--- config.mk ---
export PLATFORM = sky130hd
export DESIGN_NAME = touch_key_burst_controller
export DESIGN_NICKNAME = d
export VERILOG_FILES = /design/src/include/touch_pkg.sv /design/src/include/filt_if.sv /design/src/hdl/touch_filter.sv /design/src/hdl/touch_key_burst_controller.sv
export SDC_FILE = /design/constraint.sdc
export NUM_CORES = 1
export LEC_CHECK = 0
export CAP_MARGIN = 40
export CELL_PAD_IN_SITES_DETAIL_PLACEMENT = 1
export CELL_PAD_IN_SITES_GLOBAL_PLACEMENT = 1
export CORE_ASPECT_RATIO = 1.2
export CORE_MARGIN = 4
export CORE_UTILIZATION = 33
export DETAILED_ROUTE_END_ITERATION = 8
export DONT_BUFFER_PORTS = 1
export MAX_ROUTING_LAYER = met4
export PLACE_DENSITY = 0.67
export SLEW_MARGIN = 20
export SYNTH_ARGS = -nofsm -noshare
export SYNTH_HDL_FRONTEND = slang
export SYNTH_SLANG_ARGS = --single-unit
--- constraint.sdc ---
create_clock -name clk -period 5.25 [get_ports clk]
set_input_delay 0.525 -clock clk [delete_from_list [all_inputs] [get_ports clk]]
set_output_delay 0.525 -clock clk [all_outputs]
set_load 0.02 [all_outputs]
--- src/include/touch_pkg.sv ---
package touch_pkg;

  function automatic int unsigned ns_to_cyc(input int unsigned ns, input int unsigned per);
    ns_to_cyc = (ns + per - 1) / per;
  endfunction

  localparam int unsigned CLK_PERIOD_NS   = 4;
  localparam int unsigned FAST_GAP_NS     = 1000000;
  localparam int unsigned LP_SLEEP_NS     = 80000000;
  localparam int unsigned HEALTH_NS       = 15000;
  localparam int unsigned MIN_PULSE_NS    = 10000;
  localparam int unsigned SHORT_PULSE_NS  = 2450000;
  localparam int unsigned FAST_GAP_CYC    = ns_to_cyc(FAST_GAP_NS, CLK_PERIOD_NS);
  localparam int unsigned LP_SLEEP_CYC    = ns_to_cyc(LP_SLEEP_NS, CLK_PERIOD_NS);
  localparam int unsigned HEALTH_CYC      = ns_to_cyc(HEALTH_NS, CLK_PERIOD_NS);
  localparam int unsigned MIN_PULSE_CYC   = ns_to_cyc(MIN_PULSE_NS, CLK_PERIOD_NS);
  localparam int unsigned SHORT_PULSE_CYC = ns_to_cyc(SHORT_PULSE_NS, CLK_PERIOD_NS);

  localparam int unsigned SIG_W           = 12;
  localparam int          THRESHOLD       = 10;
  localparam int          HYSTERESIS      = 2;
  localparam int unsigned CONFIRM_COUNT   = 4;
  localparam int unsigned RECAL_BURSTS    = 64;
  localparam int unsigned DRIFT_UP_DIV    = 16;
  localparam int unsigned DRIFT_DN_DIV    = 2;
  localparam int          SPREAD_PERMILLE = 75;

  typedef enum logic [5:0] {
    ST_HEALTH    = 6'h01,
    ST_BURST     = 6'h02,
    ST_DECIDE    = 6'h04,
    ST_FAST      = 6'h08,
    ST_SLEEP     = 6'h10,
    ST_SYNC_WAIT = 6'h20
  } ctl_state_t;

  typedef enum logic [2:0] {
    MODE_FAST      = 3'h1,
    MODE_LOW_POWER = 3'h2,
    MODE_SYNC      = 3'h4
  } run_mode_t;

endpackage

--- src/include/filt_if.sv ---
`timescale 1ns/1ps
interface filt_if #(parameter int unsigned W = 12);
  logic         sample_valid;
  logic [W-1:0] sample;
  logic         sync_mode;
  logic         touch;
  logic         resolving;

  modport ctl  (output sample_valid, output sample, output sync_mode, input touch, input resolving);
  modport proc (input sample_valid, input sample, input sync_mode, output touch, output resolving);
endinterface

--- src/hdl/touch_filter.sv ---
`timescale 1ns/1ps
module touch_filter #(
  parameter int unsigned RECAL_N = touch_pkg::RECAL_BURSTS,
  parameter int unsigned UP_DIV  = touch_pkg::DRIFT_UP_DIV,
  parameter int unsigned DN_DIV  = touch_pkg::DRIFT_DN_DIV
) (
  input wire logic clk,
  input wire logic rst_sync_n,
  filt_if.proc     f
);
  import touch_pkg::*;

  logic [SIG_W-1:0]      ref_lvl;
  logic signed [SIG_W:0] delta;
  logic                  det_raw;
  logic                  need_cal;
  logic [2:0]            confirm_cnt;
  logic [15:0]           recal_cnt;
  logic [15:0]           up_acc;
  logic [15:0]           dn_acc;

  assign delta   = $signed({1'b0, f.sample}) - $signed({1'b0, ref_lvl});
  assign det_raw = f.touch ? (delta >= THRESHOLD - HYSTERESIS) : (delta >= THRESHOLD);

  // ----------------------------------------------------------------
  // calibration and recalibration timeout
  // ----------------------------------------------------------------
  always_ff @(posedge clk or negedge rst_sync_n) begin
    if (!rst_sync_n) begin
      need_cal  <= 1'b1;
      recal_cnt <= 16'h0;
    end else if (f.sample_valid) begin
      if (need_cal) begin
        need_cal  <= 1'b0;
        recal_cnt <= 16'h0;
      end else if (delta <= -THRESHOLD) begin
        // only a signal stuck far below the reference counts, never a touch
        if (32'(recal_cnt) >= RECAL_N - 1) begin
          need_cal <= 1'b1;
          recal_cnt <= 16'h0;
        end else begin
          recal_cnt <= recal_cnt + 16'h1;
        end
      end else begin
        recal_cnt <= 16'h0;
      end
    end
  end

  // ----------------------------------------------------------------
  // reference tracking
  // ----------------------------------------------------------------
  always_ff @(posedge clk or negedge rst_sync_n) begin
    if (!rst_sync_n) begin
      ref_lvl <= '0;
      up_acc  <= 16'h0;
      dn_acc  <= 16'h0;
    end else if (f.sample_valid) begin
      if (need_cal) begin
        ref_lvl <= f.sample;
        up_acc  <= 16'h0;
        dn_acc  <= 16'h0;
      end else if (!det_raw && !f.touch) begin
        if (f.sample > ref_lvl) begin
          dn_acc <= 16'h0;
          if (32'(up_acc) >= UP_DIV - 1) begin
            up_acc  <= 16'h0;
            ref_lvl <= ref_lvl + 1'b1;
          end else begin
            up_acc <= up_acc + 16'h1;
          end
        end else if (f.sample < ref_lvl) begin
          up_acc <= 16'h0;
          if (32'(dn_acc) >= DN_DIV - 1) begin
            dn_acc  <= 16'h0;
            ref_lvl <= ref_lvl - 1'b1;
          end else begin
            dn_acc <= dn_acc + 16'h1;
          end
        end
      end
    end
  end

  // ----------------------------------------------------------------
  // confirmation counter
  // ----------------------------------------------------------------
  always_ff @(posedge clk or negedge rst_sync_n) begin
    if (!rst_sync_n) begin
      confirm_cnt <= 3'h0;
      f.touch     <= 1'b0;
      f.resolving <= 1'b0;
    end else if (f.sample_valid) begin
      if (need_cal || !det_raw) begin
        confirm_cnt <= 3'h0;
        f.touch     <= 1'b0;
        f.resolving <= 1'b0;
      end else if (f.sync_mode) begin
        f.touch     <= 1'b1;
        f.resolving <= 1'b0;
      end else if (32'(confirm_cnt) >= CONFIRM_COUNT - 1) begin
        confirm_cnt <= 3'(CONFIRM_COUNT);
        f.touch     <= 1'b1;
        f.resolving <= 1'b0;
      end else begin
        confirm_cnt <= confirm_cnt + 3'h1;
        f.resolving <= 1'b1;
      end
    end
  end
endmodule

--- src/hdl/touch_key_burst_controller.sv ---
`timescale 1ns/1ps
module touch_key_burst_controller #(
  parameter int unsigned FAST_GAP_CYC_P    = touch_pkg::FAST_GAP_CYC,
  parameter int unsigned LP_SLEEP_CYC_P    = touch_pkg::LP_SLEEP_CYC,
  parameter int unsigned SHORT_PULSE_CYC_P = touch_pkg::SHORT_PULSE_CYC,
  parameter int unsigned RECAL_N           = touch_pkg::RECAL_BURSTS
) (
  input  wire logic                       clk,
  input  wire logic                       rst_n,
  input  wire logic                       sync_in,
  input  wire logic                       burst_done,
  input  wire logic [touch_pkg::SIG_W-1:0] burst_value,
  output logic                            burst_start,
  output logic signed [7:0]               osc_trim,
  output logic                            detect_out,
  output logic                            detect_oe,
  output touch_pkg::run_mode_t            run_mode
);
  import touch_pkg::*;

  // ----------------------------------------------------------------
  // declarations
  // ----------------------------------------------------------------
  logic [1:0]  rst_pipe;
  logic        rst_sync_n;
  ctl_state_t  state;
  ctl_state_t  next_state;
  logic [31:0] timer;
  logic        sync_d;
  logic        sync_rise;
  logic        sync_fall;
  logic        sync_at_end;
  logic [31:0] idle_cnt;
  logic        sync_timeout;
  logic [31:0] high_cnt;
  logic        short_mode;
  logic        wake_edge;
  logic        trim_up;

  filt_if #(.W(SIG_W)) f ();

  // ----------------------------------------------------------------
  // reset release
  // ----------------------------------------------------------------
  always_ff @(posedge clk or negedge rst_n) begin
    if (!rst_n) begin
      rst_pipe <= 2'h0;
    end else begin
      rst_pipe <= {rst_pipe[0], 1'b1};
    end
  end

  assign rst_sync_n = rst_pipe[1];

  // ----------------------------------------------------------------
  // signal processing
  // ----------------------------------------------------------------
  assign f.sample_valid = burst_done && (state == ST_BURST);
  assign f.sample       = burst_value;
  assign f.sync_mode    = (run_mode == MODE_SYNC);

  touch_filter #(
    .RECAL_N (RECAL_N)
  ) u_filter (
    .clk        (clk),
    .rst_sync_n (rst_sync_n),
    .f          (f)
  );

  // ----------------------------------------------------------------
  // sync pin history
  // ----------------------------------------------------------------
  assign sync_rise = sync_in && !sync_d;
  assign sync_fall = !sync_in && sync_d;

  always_ff @(posedge clk or negedge rst_sync_n) begin
    if (!rst_sync_n) begin
      sync_d <= 1'b0;
    end else begin
      sync_d <= sync_in;
    end
  end

  // level taken at the end of each burst
  always_ff @(posedge clk or negedge rst_sync_n) begin
    if (!rst_sync_n) begin
      sync_at_end <= 1'b0;
    end else if (state == ST_BURST && burst_done) begin
      sync_at_end <= sync_in;
    end
  end

  // time since the last sync change, saturating just past the sleep period
  always_ff @(posedge clk or negedge rst_sync_n) begin
    if (!rst_sync_n) begin
      idle_cnt <= 32'h0;
    end else if (sync_rise || sync_fall) begin
      idle_cnt <= 32'h0;
    end else if (idle_cnt <= LP_SLEEP_CYC_P) begin
      idle_cnt <= idle_cnt + 32'h1;
    end
  end

  assign sync_timeout = (idle_cnt > LP_SLEEP_CYC_P);

  // ----------------------------------------------------------------
  // short pulse detection
  // ----------------------------------------------------------------
  always_ff @(posedge clk or negedge rst_sync_n) begin
    if (!rst_sync_n) begin
      high_cnt <= 32'h0;
    end else if (!sync_in) begin
      high_cnt <= 32'h0;
    end else if (high_cnt < SHORT_PULSE_CYC_P) begin
      high_cnt <= high_cnt + 32'h1;
    end
  end

  // a high phase of pulse length switches wake-up to falling edges only
  always_ff @(posedge clk or negedge rst_sync_n) begin
    if (!rst_sync_n) begin
      short_mode <= 1'b0;
    end else if (run_mode != MODE_SYNC) begin
      short_mode <= 1'b0;
    end else if (sync_fall) begin
      if (high_cnt >= MIN_PULSE_CYC && high_cnt < SHORT_PULSE_CYC_P) begin
        short_mode <= 1'b1;
      end else if (high_cnt >= SHORT_PULSE_CYC_P) begin
        short_mode <= 1'b0;
      end
    end
  end

  assign wake_edge = sync_fall || (sync_rise && !short_mode);

  // ----------------------------------------------------------------
  // run mode
  // ----------------------------------------------------------------
  always_ff @(posedge clk or negedge rst_sync_n) begin
    if (!rst_sync_n) begin
      run_mode <= MODE_FAST;
    end else if (state == ST_DECIDE) begin
      unique case (run_mode)
        MODE_FAST: begin
          if (!sync_at_end) begin
            run_mode <= MODE_SYNC;
          end
        end
        MODE_LOW_POWER: begin
          if (!f.resolving && sync_at_end) begin
            run_mode <= MODE_FAST;
          end
        end
        MODE_SYNC: begin
          run_mode <= MODE_SYNC;
        end
        default: begin
          run_mode <= MODE_FAST;
        end
      endcase
    end else if (state == ST_SYNC_WAIT && !wake_edge && sync_timeout) begin
      run_mode <= sync_d ? MODE_FAST : MODE_LOW_POWER;
    end
  end

  // ----------------------------------------------------------------
  // burst scheduler
  // ----------------------------------------------------------------
  always_comb begin
    next_state = state;
    unique case (state)
      ST_HEALTH: begin
        if (timer >= HEALTH_CYC - 1) begin
          next_state = ST_BURST;
        end
      end
      ST_BURST: begin
        if (burst_done) begin
          next_state = ST_DECIDE;
        end
      end
      ST_DECIDE: begin
        unique case (run_mode)
          MODE_FAST: begin
            next_state = sync_at_end ? ST_FAST : ST_SYNC_WAIT;
          end
          MODE_LOW_POWER: begin
            if (f.resolving || sync_at_end) begin
              next_state = ST_FAST;
            end else begin
              next_state = ST_SLEEP;
            end
          end
          MODE_SYNC: begin
            next_state = ST_SYNC_WAIT;
          end
          default: begin
            next_state = ST_FAST;
          end
        endcase
      end
      ST_FAST: begin
        if (timer >= FAST_GAP_CYC_P - 1) begin
          next_state = ST_HEALTH;
        end
      end
      ST_SLEEP: begin
        if (timer >= LP_SLEEP_CYC_P - 1) begin
          next_state = ST_HEALTH;
        end
      end
      ST_SYNC_WAIT: begin
        if (wake_edge || sync_timeout) begin
          next_state = ST_HEALTH;
        end
      end
      default: begin
        next_state = ST_HEALTH;
      end
    endcase
  end

  always_ff @(posedge clk or negedge rst_sync_n) begin
    if (!rst_sync_n) begin
      state <= ST_HEALTH;
    end else begin
      state <= next_state;
    end
  end

  // time spent in the current state
  always_ff @(posedge clk or negedge rst_sync_n) begin
    if (!rst_sync_n) begin
      timer <= 32'h0;
    end else if (next_state != state) begin
      timer <= 32'h0;
    end else begin
      timer <= timer + 32'h1;
    end
  end

  // ----------------------------------------------------------------
  // front end strobe
  // ----------------------------------------------------------------
  always_ff @(posedge clk or negedge rst_sync_n) begin
    if (!rst_sync_n) begin
      burst_start <= 1'b0;
    end else begin
      burst_start <= (state == ST_HEALTH) && (next_state == ST_BURST);
    end
  end

  // ----------------------------------------------------------------
  // spread spectrum trim
  // ----------------------------------------------------------------
  // triangle sweep across the band, centred outside bursts
  always_ff @(posedge clk or negedge rst_sync_n) begin
    if (!rst_sync_n) begin
      osc_trim <= 8'sh0;
      trim_up  <= 1'b1;
    end else if (state != ST_BURST) begin
      osc_trim <= 8'sh0;
      trim_up  <= 1'b1;
    end else if (trim_up) begin
      if (osc_trim >= $signed(8'(SPREAD_PERMILLE)) - 8'sh1) begin
        trim_up <= 1'b0;
      end
      osc_trim <= osc_trim + 8'sh1;
    end else begin
      if (osc_trim <= 8'sh1 - $signed(8'(SPREAD_PERMILLE))) begin
        trim_up <= 1'b1;
      end
      osc_trim <= osc_trim - 8'sh1;
    end
  end

  // ----------------------------------------------------------------
  // detect pin
  // ----------------------------------------------------------------
  always_ff @(posedge clk or negedge rst_sync_n) begin
    if (!rst_sync_n) begin
      detect_out <= 1'b0;
    end else begin
      detect_out <= f.touch;
    end
  end

  always_ff @(posedge clk or negedge rst_sync_n) begin
    if (!rst_sync_n) begin
      detect_oe <= 1'b0;
    end else begin
      detect_oe <= (next_state != ST_HEALTH);
    end
  end
endmodule

==> flow_summary.ini <==
[die]
row_count = 71
dieArea_um2 = 35400
fp.dieW_um = 172
core_area_um2 = 31600
num_io_pins = 30
start_util = 0.338
die_h_um = 205

[cells_and_area]
nFillCells = 3621
fin_nets = 1198
layout_commonest_cell = dfrtp_1
fin_area_um2 = 11800
layout-drive-gt1-share = 0.0627
diodes = 0
final_util = 0.372
syn2layout_area_growth_pct = 9.94
final_cell_mix = 183 x dfrtp_1, 98 x nor2_1, 77 x nand2_1, 67 x inv_1, 56 x nor3_1

[synthesis]
synth_top_family_by_area = simple AND/OR/NAND/NOR gates
synth_simple_gate_area_frac = 0.234
synth_edf_count = 0
syn_avg_cell_area_um2 = 9.35
syn_inst = 1144
synth_xor_area_frac = 0.0647
synthMuxAreaShare = 0.0221
synth_area_um2 = 10700
ys_types = 79
synth_seq_cells = 188
ys.flop_type = dfrtp_1
yosysWarnings = 0
synth_fp_nets = 1207
synth_fa_ha_area_frac = 0.0571
synthArstFlopShare = 1.00
synth.yosys.seq_area_share = 0.440
synth-compound-area-share = 0.139

[timing]
fmax_ghz = 0.224
maxSlewViolCount = 0
worstMarginPinSlew_ns = 1.16
post-route-min-period_ns = 4.46
setup_viol = 0
finClkSkew_ns = 0.0165
layout_worst_path_cycle_share = 0.850
relSlewSlack = 0.230
timing.final.ws_setup_ns = 0.788
final-hold-violation-count = 0
rsz0062_at_grt = false
fin_setup_tns_ns = 0

[clocking]
clock_latency_ns = 0.44
path_clk_slew_ns = 0.08
htreeDepth = 4
root_buffer = clkbuf_16
cts_tree = built
cts_made_buffers = 17
cts.sinks = 188
cts_resized = 0
clockBufferDepth = 2

[critical_path]
cp_slowest_cell = fa_1
crit_path_start_kind = flop
ff2ff_setup_slack_ns = 0.79
required_ns = 5.59
reg2regPathDepth = 17
endpoint_kind = flop
cp_top_family = compound AO/OA/AOI/OAI gates
regToRegEndpoint = u_filter.ref_lvl[10]
worst_ep_arrival_time_ns = 4.80
path_cells = inv_1 > ha_1 > nor2b_4 > o2111ai_1 > a31o_2 > a21oi_1 > o21ai_1 > fa_1 > a21oi_1 > o21bai_1 > a21o_1 > a21o_1 > a311oi_1 > o21ai_0 > xnor2_1 > o21ai_0 > mux2_1
critPathBufInv = 1
crit_type = flop to flop
worstPathMaxFanout = 5
cp_slowest_stage_delay_ns = 0.47
r2r-start = u_filter.ref_lvl[1]

[global_routing]
grt_max_degree = 175
grt_pass1_vias = 8915
grt_pass1_wl_um = 44800
grt-ovfl-total = 0
grtUsageTotal = 0.158
antenna_found_initial = 0

[place]
hpwlAfterDp_um = 17900
placed_cell_area_um2 = 11100
pre_cts_slack_ns = 0.811
routabilityCongestion = 0.906
io_buffers = 0

[routing]
vias = 8335
drtAntennaViolNets = 0
wl_um = 25900
dr.pass1.iters = 4
routed_via_density = 5.38
first_iter_violations = 418
drc_errors = 0
post_drt_wl_per_cell_um = 16.7

[pwr]
powerDensity_nw_per_um2 = 255
peakVddDrop_v = 0.000226
p_leak_nw = 5.32

[min_path]
worstHoldStart = sync_in
whs_endpoint = sync_d
hold_path_depth = 0
hp-class = input port to flop

[status]
outcome = finished, final reports clean

[job]
cap_violations = 0
==> worst max-delay path by stage <==
stage / cells past startpoint / from / slack (ns) / endpoint
floorplan: 16 / burst_value[1] / 0.63 / u_filter.ref_lvl[10]
global placement: 15 / burst_value[4] / 0.88 / u_filter.ref_lvl[10]
detailed placement: 17 / u_filter.ref_lvl[1] / 0.81 / u_filter.ref_lvl[10]
CTS: 17 / u_filter.ref_lvl[1] / 0.79 / u_filter.ref_lvl[10]
global route: 17 / u_filter.ref_lvl[1] / 0.35 / u_filter.ref_lvl[10]
finish: 17 / u_filter.ref_lvl[1] / 0.79 / u_filter.ref_lvl[10]
==> flip-flops by register name (all words and copies together) (netlist names), 2 cells and up <==
register,flops
u_filter.ref_lvl,12
rst_pipe,2
osc_trim,8
idle_cnt,32
timer,32
state,6
u_filter.up_acc,16
run_mode,3
u_filter.confirm_cnt,3
u_filter.recal_cnt,16
high_cnt,32
u_filter.dn_acc,16
==> per-stage QoR <==
step                cells  hold slack [ns]  power [mW]
floorplan            1144            0.229        1.62
global placement     1513            0.178        1.65
detailed placement   1514            0.179        1.66
CTS                  1547           0.0804        3.05
global route         1549           0.0657        3.13
finish               1549            0.109        3.00
==> cells in the mapped netlist, types with 18 or more instances <==
cell type | count | area share
dfrtp_1 | 184 | 0.43
ha_1 | 44 | 0.051
inv_1 | 67 | 0.024
nor4_1 | 22 | 0.013
nand4_1 | 24 | 0.014
o21ai_0 | 39 | 0.018
and2_1 | 54 | 0.032
and3_1 | 30 | 0.018
nor3_1 | 56 | 0.026
mux2i_1 | 18 | 0.017
nand3_1 | 48 | 0.022
a21oi_1 | 51 | 0.024
nor2_1 | 98 | 0.034
nand2_1 | 77 | 0.027
xor2_1 | 41 | 0.034
xnor2_1 | 38 | 0.031
clkbuf_1 | 27 | 0.0095
==> power by group <==
| part | switching [mW] | internal [mW] | total, mW |
|---|---|---|---|
| sequential | 0.0102 | 1.45 | 1.46 |
| combinational | 0.105 | 0.0579 | 0.163 |
| clock | 0.641 | 0.726 | 1.37 |
==> cell families after synthesis <==
family | count (synthesis)
AND/OR/NAND/NOR | 478
AO/OA/AOI/OAI | 217
flip-flops | 188
buffers and inverters | 111
XOR/XNOR | 79
adder cells (fa/ha/maj) | 47
multiplexers | 23
other | 1
==> final cells by class <==
| cell class | count | area (µm²) | share of cell area |
|---|---|---|---|
| clock buffer | 18 | 429 | 0.0365 |
| tap | 401 | 502 | 0.0427 |
| sequential | 188 | 4710 | 0.401 |
| timing repair buffer | 13 | 126 | 0.0107 |
| inverter | 70 | 263 | 0.0223 |
| clock inverter | 14 | 174 | 0.0148 |
| multi-input combinational | 845 | 5550 | 0.472 |
==> per-layer routing <==
layer  wire length (µm)  part of all wire  GRT usage
met5                  0                 0          -
met4                386             0.015     0.0441
met3                809             0.031     0.0319
met2              12800              0.49      0.260
met1              11900              0.46      0.197
==> repair_timing <==
item,4_1_cts,5_1_grt
buffers inserted,0,0
hold buffers,1,0
endpoints found under the hold margin,2,0
Power figures use the tool's default switching activity.
